**src/design/lecp_pkg.sv**
```systemverilog
`default_nettype none
package lecp_pkg;

    // ------------------------------------------------------------
    // Register offsets
    // ------------------------------------------------------------
    localparam logic [7:0] LECP_OFS_CLEAR_CTRL = 8'h15;
    localparam logic [7:0] LECP_OFS_SOURCE_SEL = 8'h16;
    localparam logic [7:0] LECP_OFS_L2_LOW = 8'h1C;
    localparam logic [7:0] LECP_OFS_L2_HIGH = 8'h1D;
    localparam logic [7:0] LECP_OFS_L3_LOW = 8'h1E;
    localparam logic [7:0] LECP_OFS_L3_HIGH = 8'h1F;
    localparam logic [7:0] LECP_OFS_POWER = 8'h20;
    localparam logic [7:0] LECP_OFS_POWER_CTRL = 8'h09;

    // ------------------------------------------------------------
    // Field positions and reset values
    // ------------------------------------------------------------
    localparam int LECP_BIT_CLEAR = 4;
    localparam int LECP_BIT_SOFT_PDN = 3;
    localparam int LECP_BIT_PDN_FLAG = 7;
    localparam int LECP_BIT_STB_FLAG = 6;
    localparam int LECP_CNT_W = 12;
    localparam logic [7:0] LECP_RST_BYTE = 8'h00;
    localparam logic [2:0] LECP_RST_SEL = 3'h0;

    // ------------------------------------------------------------
    // Error source codes
    // ------------------------------------------------------------
    localparam logic [2:0] LECP_SRC_DISPARITY = 3'h0;
    localparam logic [2:0] LECP_SRC_FIFO_ERR = 3'h1;
    localparam logic [2:0] LECP_SRC_FIFO_OVF = 3'h2;
    localparam logic [2:0] LECP_SRC_FIFO_UNF = 3'h3;
    localparam logic [2:0] LECP_SRC_DESKEW = 3'h4;

    // ------------------------------------------------------------
    // Power states
    // ------------------------------------------------------------
    typedef enum logic [1:0] {
        LECP_PWR_NORMAL = 2'b00,
        LECP_PWR_STANDBY = 2'b01,
        LECP_PWR_DOWN = 2'b11
    } lecp_pwr_e;

endpackage : lecp_pkg
`default_nettype wire

```
**src/design/lecp_lane_counter.sv**
```systemverilog
`timescale 1ns/1ps
`default_nettype none
module lecp_lane_counter
    import lecp_pkg::*;
#(
    parameter int W = LECP_CNT_W
) (
    // Clock and reset
    input wire logic clk,
    input wire logic sys_rst,
    // Control
    input wire logic clear,
    input wire logic [4:0] events,
    input wire logic [2:0] source_sel,
    // Count
    output logic [W-1:0] count
);

    typedef struct packed {
        logic [W-1:0] count;
    } lecp_cnt_s;

    lecp_cnt_s st;
    lecp_cnt_s next_st;
    logic hit;

    // Reserved codes count nothing
    always_comb begin
        hit = 1'b0;
        unique case (source_sel)
            LECP_SRC_DISPARITY: hit = events[0];
            LECP_SRC_FIFO_ERR: hit = events[1];
            LECP_SRC_FIFO_OVF: hit = events[2];
            LECP_SRC_FIFO_UNF: hit = events[3];
            LECP_SRC_DESKEW: hit = events[4];
            default: hit = 1'b0;
        endcase
    end

    always_comb begin
        next_st = st;
        if (clear) begin
            next_st.count = '0;
        end else if (hit && st.count != {W{1'b1}}) begin
            next_st.count = st.count + 1'b1;
        end
    end

    always_ff @(posedge clk or posedge sys_rst) begin
        if (sys_rst) begin
            st <= '0;
        end else begin
            st <= next_st;
        end
    end

    assign count = st.count;
endmodule : lecp_lane_counter
`default_nettype wire

```
**src/design/lecp_regs.sv**
```systemverilog
`timescale 1ns/1ps
`default_nettype none
module lecp_regs
    import lecp_pkg::*;
#(
    parameter int W = LECP_CNT_W
) (
    // Clock and reset
    input wire logic clk,
    input wire logic sys_rst,
    // Register port
    input wire logic [7:0] reg_addr,
    input wire logic reg_wr,
    input wire logic [7:0] reg_wdata,
    input wire logic reg_rd,
    output logic [7:0] reg_rdata,
    // Device pins and link status
    input wire logic enable_pin,
    input wire logic sink_hotplug_in,
    input wire logic clock_valid,
    // Error events from the verifier, lanes 2 and 3
    input wire logic [4:0] lane2_events,
    input wire logic [4:0] lane3_events,
    // Status out
    output logic powerdown_flag,
    output logic standby_flag,
    output logic [2:0] error_source_select,
    output logic error_count_clear
);

    typedef struct packed {
        logic [7:0] rdata;
        logic clear_bit;
        logic clear_prev;
        logic soft_pdn;
        logic [2:0] src_sel;
        lecp_pwr_e pwr;
        logic pdn_flag;
        logic stb_flag;
        logic clear_pulse;
    } lecp_regs_s;

    lecp_regs_s st;
    lecp_regs_s next_st;
    logic [W-1:0] lane2_error_count;
    logic [W-1:0] lane3_error_count;

    // ------------------------------------------------------------
    // Counters
    // ------------------------------------------------------------
    lecp_lane_counter #(.W(W)) u_lane2 (
        .clk(clk),
        .sys_rst(sys_rst),
        .clear(st.clear_pulse),
        .events(lane2_events),
        .source_sel(st.src_sel),
        .count(lane2_error_count)
    );

    lecp_lane_counter #(.W(W)) u_lane3 (
        .clk(clk),
        .sys_rst(sys_rst),
        .clear(st.clear_pulse),
        .events(lane3_events),
        .source_sel(st.src_sel),
        .count(lane3_error_count)
    );

    function automatic logic [7:0] high_nibble(input logic [W-1:0] c);
        high_nibble = {4'h0, c[11:8]};
    endfunction : high_nibble

    // ------------------------------------------------------------
    // Next state
    // ------------------------------------------------------------
    always_comb begin
        next_st = st;
        // Clear bit self-resets one cycle after it is set
        next_st.clear_bit = 1'b0;
        if (reg_wr && reg_addr == LECP_OFS_CLEAR_CTRL) begin
            next_st.clear_bit = reg_wdata[LECP_BIT_CLEAR];
        end
        next_st.clear_prev = st.clear_bit;
        next_st.clear_pulse = st.clear_bit && !st.clear_prev;
        if (reg_wr && reg_addr == LECP_OFS_SOURCE_SEL) begin
            next_st.src_sel = reg_wdata[2:0];
        end
        if (reg_wr && reg_addr == LECP_OFS_POWER_CTRL) begin
            next_st.soft_pdn = reg_wdata[LECP_BIT_SOFT_PDN];
        end
        // Power-down outranks standby
        if (!enable_pin || !sink_hotplug_in || st.soft_pdn) begin
            next_st.pwr = LECP_PWR_DOWN;
        end else if (!clock_valid) begin
            next_st.pwr = LECP_PWR_STANDBY;
        end else begin
            next_st.pwr = LECP_PWR_NORMAL;
        end
        // Flags get their own flops so the pins carry no decode glitches
        next_st.pdn_flag = (next_st.pwr == LECP_PWR_DOWN);
        next_st.stb_flag = (next_st.pwr == LECP_PWR_STANDBY);
        next_st.rdata = st.rdata;
        if (reg_rd) begin
            unique case (reg_addr)
                LECP_OFS_L2_LOW: next_st.rdata = lane2_error_count[7:0];
                LECP_OFS_L2_HIGH: next_st.rdata = high_nibble(lane2_error_count);
                LECP_OFS_L3_LOW: next_st.rdata = lane3_error_count[7:0];
                LECP_OFS_L3_HIGH: next_st.rdata = high_nibble(lane3_error_count);
                LECP_OFS_POWER: next_st.rdata = {st.pwr == LECP_PWR_DOWN,
                    st.pwr == LECP_PWR_STANDBY, 6'h00};
                LECP_OFS_SOURCE_SEL: next_st.rdata = {5'h00, st.src_sel};
                LECP_OFS_POWER_CTRL: next_st.rdata = {4'h0, st.soft_pdn, 3'h0};
                default: next_st.rdata = LECP_RST_BYTE;
            endcase
        end
    end

    always_ff @(posedge clk or posedge sys_rst) begin
        if (sys_rst) begin
            st <= '{rdata: LECP_RST_BYTE, clear_bit: 1'b0, clear_prev: 1'b0,
                    soft_pdn: 1'b0, src_sel: LECP_RST_SEL, pwr: LECP_PWR_NORMAL,
                    pdn_flag: 1'b0, stb_flag: 1'b0, clear_pulse: 1'b0};
        end else begin
            st <= next_st;
        end
    end

    assign reg_rdata = st.rdata;
    assign powerdown_flag = st.pdn_flag;
    assign standby_flag = st.stb_flag;
    assign error_source_select = st.src_sel;
    assign error_count_clear = st.clear_pulse;
endmodule : lecp_regs
`default_nettype wire

```
**config.mk**
```make
export PLATFORM = sky130hd
export DESIGN_NAME = lecp_regs
export DESIGN_NICKNAME = d
export VERILOG_FILES = /design/src/design/lecp_pkg.sv /design/src/design/lecp_lane_counter.sv /design/src/design/lecp_regs.sv
export SDC_FILE = /design/constraint.sdc
export NUM_CORES = 1
export LEC_CHECK = 0
export BUFFER_PORTS_ARGS = -buffer_cell sky130_fd_sc_hd__buf_4
export CORE_MARGIN = 3
export CORE_UTILIZATION = 45
export CTS_BUF_LIST = sky130_fd_sc_hd__clkbuf_2
export DETAILED_ROUTE_END_ITERATION = 16
export GPL_TIMING_DRIVEN = 0
export MAX_ROUTING_LAYER = met4
export PLACE_DENSITY = 0.67
export SLEW_MARGIN = 20
export SYNTH_ARGS = -nofsm -noshare
export SYNTH_HDL_FRONTEND = slang
export SYNTH_SLANG_ARGS = --single-unit
```
**constraint.sdc**
```tcl
create_clock -name clk -period 4.25 [get_ports clk]
set_clock_uncertainty 0.2 [all_clocks]
set_input_delay 0.85 -clock clk [delete_from_list [all_inputs] [get_ports clk]]
set_output_delay 0.85 -clock clk [all_outputs]
set_load 0.02 [all_outputs]
```
* Yosys cells after proc, flatten, opt, wreduce, memory -nomap -nowiden
Cells that the tools add are included.
** Operators by class
- Add/sub/neg operators :: 2
- Equality and inequality tests :: 18
- Mux-type cells :: 10
- Reductions and logical operators :: 14
** Operators with widths (number)
- 8-bit one-hot mux with 7 select lines :: 1
- 8-bit by 5-bit equality test with 1-bit output, second input constant :: 6
- 12-bit 2-to-1 mux :: 4
- 12-bit by 1-bit adder with 12-bit output, second input constant :: 2
- 12-bit inequality test, second input constant :: 2
- 1-bit one-hot mux with 5 select lines :: 2
- 8-bit by 4-bit equality test with 1-bit output, second input constant :: 1
- 8-bit by 6-bit equality test with 1-bit output, second input constant :: 1
- 3-bit by 2-bit equality test with 1-bit output, second input constant :: 2
- 1-bit logical AND :: 6
- 2-bit by 1-bit equality test with 1-bit output, second input constant :: 2
- 2-bit equality test, second input constant :: 2
- 2-bit nonzero test :: 2
- 3-bit by 1-bit equality test with 1-bit output, second input constant :: 1
- 3-bit equality test, second input constant :: 1
- 1-bit logical NOT :: 3
- 3-bit logical NOT :: 1
- 1-bit logical OR :: 2
- 1-bit 2-to-1 mux :: 2
- 2-bit 2-to-1 mux :: 1
** Word-level totals
- Logic and storage cells :: 55
- Output and inout port bits :: 14
- Flip-flop bits (word level) :: 43

* Longest topological paths before layout
- Depth after elaboration :: 5
- Depth in mapped cells :: 7
- Gate-level depth less buffers :: 6

* Cells and area by module
Synthesis repeated with hierarchy kept, for this count alone.
** Second synthesis, totals
- Cells, all modules :: 262
- Area, all modules :: 2703.8 µm²
** By module, submodules not included
- lecp_lane_counter :: cells an instance 72, seq. area each 300.3 µm², times used 2, area each 716.9 µm²
- lecp_regs :: cells an instance 118, seq. area each 475.5 µm², times used 1, area each 1270.0 µm²

* Worst setup path before layout
OpenSTA, ideal clock, no wires.
- Path type :: in2reg
- Start :: input port reg_addr[2]
- End :: register st[8] (netlist name)
- Buffers on the path :: 0
- Data required time :: 3.923 ns
- Setup slack :: 1.801 ns
- Cell stages on the path :: 4
- Arrival time :: 2.122 ns
- Path through :: or4_1 nor4bb_1 nand2_1 mux2_1
** On the way
- Longest elaborated chain between the ends :: 2
** RTL lines
- from (decl) :: RTL line lecp_regs.sv:12 : input wire logic [7:0] reg_addr,
- 8-bit by 4-bit equality test with 1-bit output :: RTL line lecp_regs.sv:88 : if (reg_wr && reg_addr == LECP_OFS_POWER_CTRL) begin
- 1-bit logical AND :: RTL line lecp_regs.sv:88
- to (signal assigned) :: RTL line lecp_regs.sv:120 : st <= '{rdata: LECP_RST_BYTE, clear_bit: 1'b0, clear_prev: 1'b0,
- to (signal assigned) :: RTL line lecp_regs.sv:124 : st <= next_st;
- to (decl) :: RTL line lecp_regs.sv:43 : lecp_regs_s st;
No other way between the ends.
A chain may end at the register's enable or synchronous reset.

* Worst setup path after layout
- Start :: register u_lane3.st (netlist bit u_lane3.count[0])
- End :: register u_lane3.st (netlist bit u_lane3.count[11])
** On the way
- Longest elaborated chain between the ends :: 3
** RTL lines
- from (decl) :: RTL line lecp_lane_counter.sv:23 : lecp_cnt_s st;
- from (signal assigned) :: RTL line lecp_lane_counter.sv:53 : st <= next_st;
- 12-bit by 1-bit adder with 12-bit output / 12-bit inequality test (equally long branches) :: RTL line lecp_lane_counter.sv:45, lecp_lane_counter.sv:44
- 12-bit 2-to-1 mux / 1-bit logical AND (equally long branches) :: RTL line lecp_lane_counter.sv:44 : end else if (hit && st.count != {W{1'b1}}) begin
- 12-bit 2-to-1 mux / 2-bit nonzero test (equally long branches)
Parallel ways exist; a longest one is shown, timed or not. The select of a mux whose other input is x is not followed.

==> summary.txt <==
Run status
  – Outcome: finished clean

Worst setup path
  – Library cell contributing the largest single delay on the critical path: dfrtp_1
  – Maximum fanout along the worst path: 6
  – Critical path buffer and inverter count: 0
  – Data required time of the worst path: 4360 ps
  – Crit-path leading delay family: simple AND/OR/NAND/NOR gates
  – CP cell instances: ha_1 -> nand3_1 -> o41a_1 -> o21ai_2 -> or4_1 -> mux2_1
  – Crit-path max cell delay: 490 ps
  – Critical path launch point type: flop
  – Crit path arrival time: 2460 ps
  – CP Class: flop to flop
  – Category of the worst setup path capture point: flop

Global routing
  – Maximum number of pins on one net before global-route repair: 26
  – First-pass GRT wire length: 9290 um
  – Overall routing resource usage: 0.190
  – Remaining Overflow, GRT: 0
  – Vias in the first global route: between 1500 and 2000
  – Antenna violations before repair: 0

Routing
  – Routed metal-1 wirelength: 2640 um
  – Average detailed-routed wire length per instance: 14.6 um
  – Number of iterations in the first detailed-routing pass: 4
  – Detail Route Antenna Nets: 0
  – Average via count per standard cell: 5.33
  – Total wire length after detailed routing: 5490 um
  – DR DRC count: 0
  – Length of routed met3 wiring: around 180 um
  – Iteration-0 DRC count of the detailed router: 88
  – Via count of the routed design: 1997
  – Wire length on met2: approximately 2600 um
  – Highest layer used for signal routing: met4

Layout
  – Final-stage net count: approximately 340
  – Antenna diodes: 0
  – Share of cells above drive strength 1: 0.289
  – Syn-to-layout area delta: 18.8%
  – Footprint of the flip-flops and latches: 0.00108 sq mm
  – Multi-input gate area: about 0.0013 sq mm
  – Filler Cell Count: 486

Synthesis
  – Synth Warn #: 0
  – Most common cell in the netlist: dfrtp_1
  – Post-synthesis cell area: 0.00252 sq mm
  – Average instance area after synthesis: 9.97 sq um
  – Post-synth net total: 288
  – Dominant cells by area after synthesis: dfrtp_1 43%, nor2_1 5.4%, mux2_2 4.9%
  – Most frequently used flop master after synthesis: dfrtp_1
  – Number of synthesized flops with an enable pin: 0
  – Most numerous cell types in the synthesized netlist: 43 x dfrtp_1, 36 x nor2_1, 16 x nand2_1
  – Sequential-to-total area share from yosys stat: 0.427
  – Post-synth top area share: 0.427
  – Number of instances in the synthesized netlist: 253
  – Share of synthesized cell area in full adder, half adder and majority cells: 0.00992
  – Number of unique standard cell types used by synthesis: 53
  – Async set-or-reset flop fraction in the synthesized netlist: 1.00
  – Post-synthesis compound-gate area fraction: 0.0992
  – Yosys top cell by area: dfrtp_1
  – XOR/XNOR share of the synthesized area: 0.0521
  – #FFs+latches synth: 43
  – Dominant combinational cell family by area after synthesis: simple AND/OR/NAND/NOR gates
  – Mux share of post-synthesis cell area: 0.107
  – Post-Synth Simple-Gate Area: 0.248

Clock tree
  – Register clock-pin slew on the reported worst setup and hold paths: 240 ps
  – Clock root cell: clkbuf_2
  – Post-CTS setup buffer count: 0
  – Inserted Clock Buffers: 5
  – Later-pin clock latency in the skew report: 410 ps
  – Total of cells resized after clock tree synthesis: 0
  – Largest buffer count on any clock path: 2
  – CTS tree: yes
  – CTS Hold Bufs: 0
  – Number of clock sinks seen by CTS: 43
  – Clock H-tree levels: 2

Placement
  – Weighted congestion at the end of routability-driven global placement: 0.914
  – PortBufs: 43
  – Hpwl dp: 4300 um

STA
  – Setup_tns: 0 ps
  – Final critical-path share of the clock period: 0.552
  – Setup repair after global routing missed its margin: false
  – Peak clock frequency supported by timing: ~430 MHz
  – Worst hold slack: 201 ps
  – Final hold violations: 0
  – Minimum clock period: 2350 ps
  – Slew @ Worst Pin: 547 ps
  – Final setup vio count: 0
  – Relative slew slack: 0.631
  – Max-slew violation count: 0

Floorplanning
  – Core Area: 0.00527 sq mm
  – Die outline height: 80.9 um
  – Width of the die: 80.9 um
  – Initial cell density of the core: 0.479
  – I/O pin count: 47
  – Area enclosed by the die boundary: 0.00654 sq mm
  – Rows: 26

Job
  – Max-Cap Viols: 0

Power
  – Pwr dens: 375 mW/mm^2
  – Maximum vdd drop: 0.172 mV
  – LEAKAGE: ~1.3 nW

Worst hold path
  – Tightest Hold Check Type: input pin to async pin
==> metal layers <==
layer,vias to the layer above,track usage
met5,-,-
met4,0,0.0541
met3,7,0.0377
met2,39,0.291
met1,956,0.256
li1,995,-
==> layout make-up <==
class | count | area share
buffer | 20 | 0.0426
clock buffer | 5 | 0.00835
clock inverter | 3 | 0.00668
inverter | 5 | 0.00626
multi-input combinational | 185 | 0.434
sequential | 43 | 0.359
tap | 70 | 0.0292
timing repair buffer | 44 | 0.114
==> worst reg2reg max path, stage by stage, from the launching register on <==
cell and delay (ps):
dfrtp_1 490, ha_1 290, nand3_1 150, o41a_1 210, o21ai_2 110, or4_1 490
mux2_1 320
==> state kept, by name, indices dropped and copies added (netlist names) <==
signal	flops
u_lane2.count	12
u_lane3.count	12
reg_rdata	8
st	4
error_source_select	3
error_count_clear	1
next_st	1
powerdown_flag	1
standby_flag	1
==> where the power goes <==
part           switching [mW]  internal (mW)  leakage, nW  total (mW)
sequential              0.108          0.492        0.535       0.600
combinational           0.170          0.180        0.708       0.349
clock                   0.136         0.0396       0.0266       0.176
==> kinds of logic (layout without fill, tap and decap cells) <==
kind of cell,after synthesis,in the layout
AO/OA/AOI/OAI,36,36
multiplexers,21,21
flip-flops,43,43
adder cells (fa/ha/maj),2,2
AND/OR/NAND/NOR,111,111
XOR/XNOR,15,15
buffers and inverters,25,77
==> per-stage QoR <==
stage	area, sq um	setup WS, ps	utilization	total power, mW	cells
global route	3000	1730	0.569	1.22	375
CTS	3000	1870	0.569	1.14	375
detailed placement	2950	1540	0.560	0.959	367
floorplan	2520	1800	-	0.843	253
global placement	2930	1530	0.557	0.946	366
finish	3000	1900	0.569	1.12	375
==> path summary, 6_finish.rpt <==
check	startpoint	slack, ps	cells past startpoint	end
hold / removal	sys_rst	200	2	u_lane2.count[1]
setup / recovery	u_lane3.count[0]	1900	6	u_lane3.count[11]
hold reg to reg	next_st[9]	200	0	st[9]
min in group clk	next_st[9]	200	0	st[9]
setup reg to reg	u_lane3.count[0]	1900	6	u_lane3.count[11]
max in group asynchronous	sys_rst	3150	3	u_lane3.count[11]
==> cells in the final DEF, fill, tap and decap left out, types with 3 or more instances in the layout <==
cell and count:
clkbuf_1 7, dfrtp_1 43, nand2b_1 3, nor3_1 6, inv_1 4, o21ai_0 5, nor2b_1 9, a22oi_1 4
a21oi_1 11, clkbuf_2 5, nor4_1 3, and4_1 3, nor2_1 36, mux2_1 3, mux2i_1 3, mux4_2 3
xnor2_1 13, nand3_1 12, mux2_2 11, buf_4 55, nand2_1 16
No activity file was read; power rests on OpenSTA's default activity.
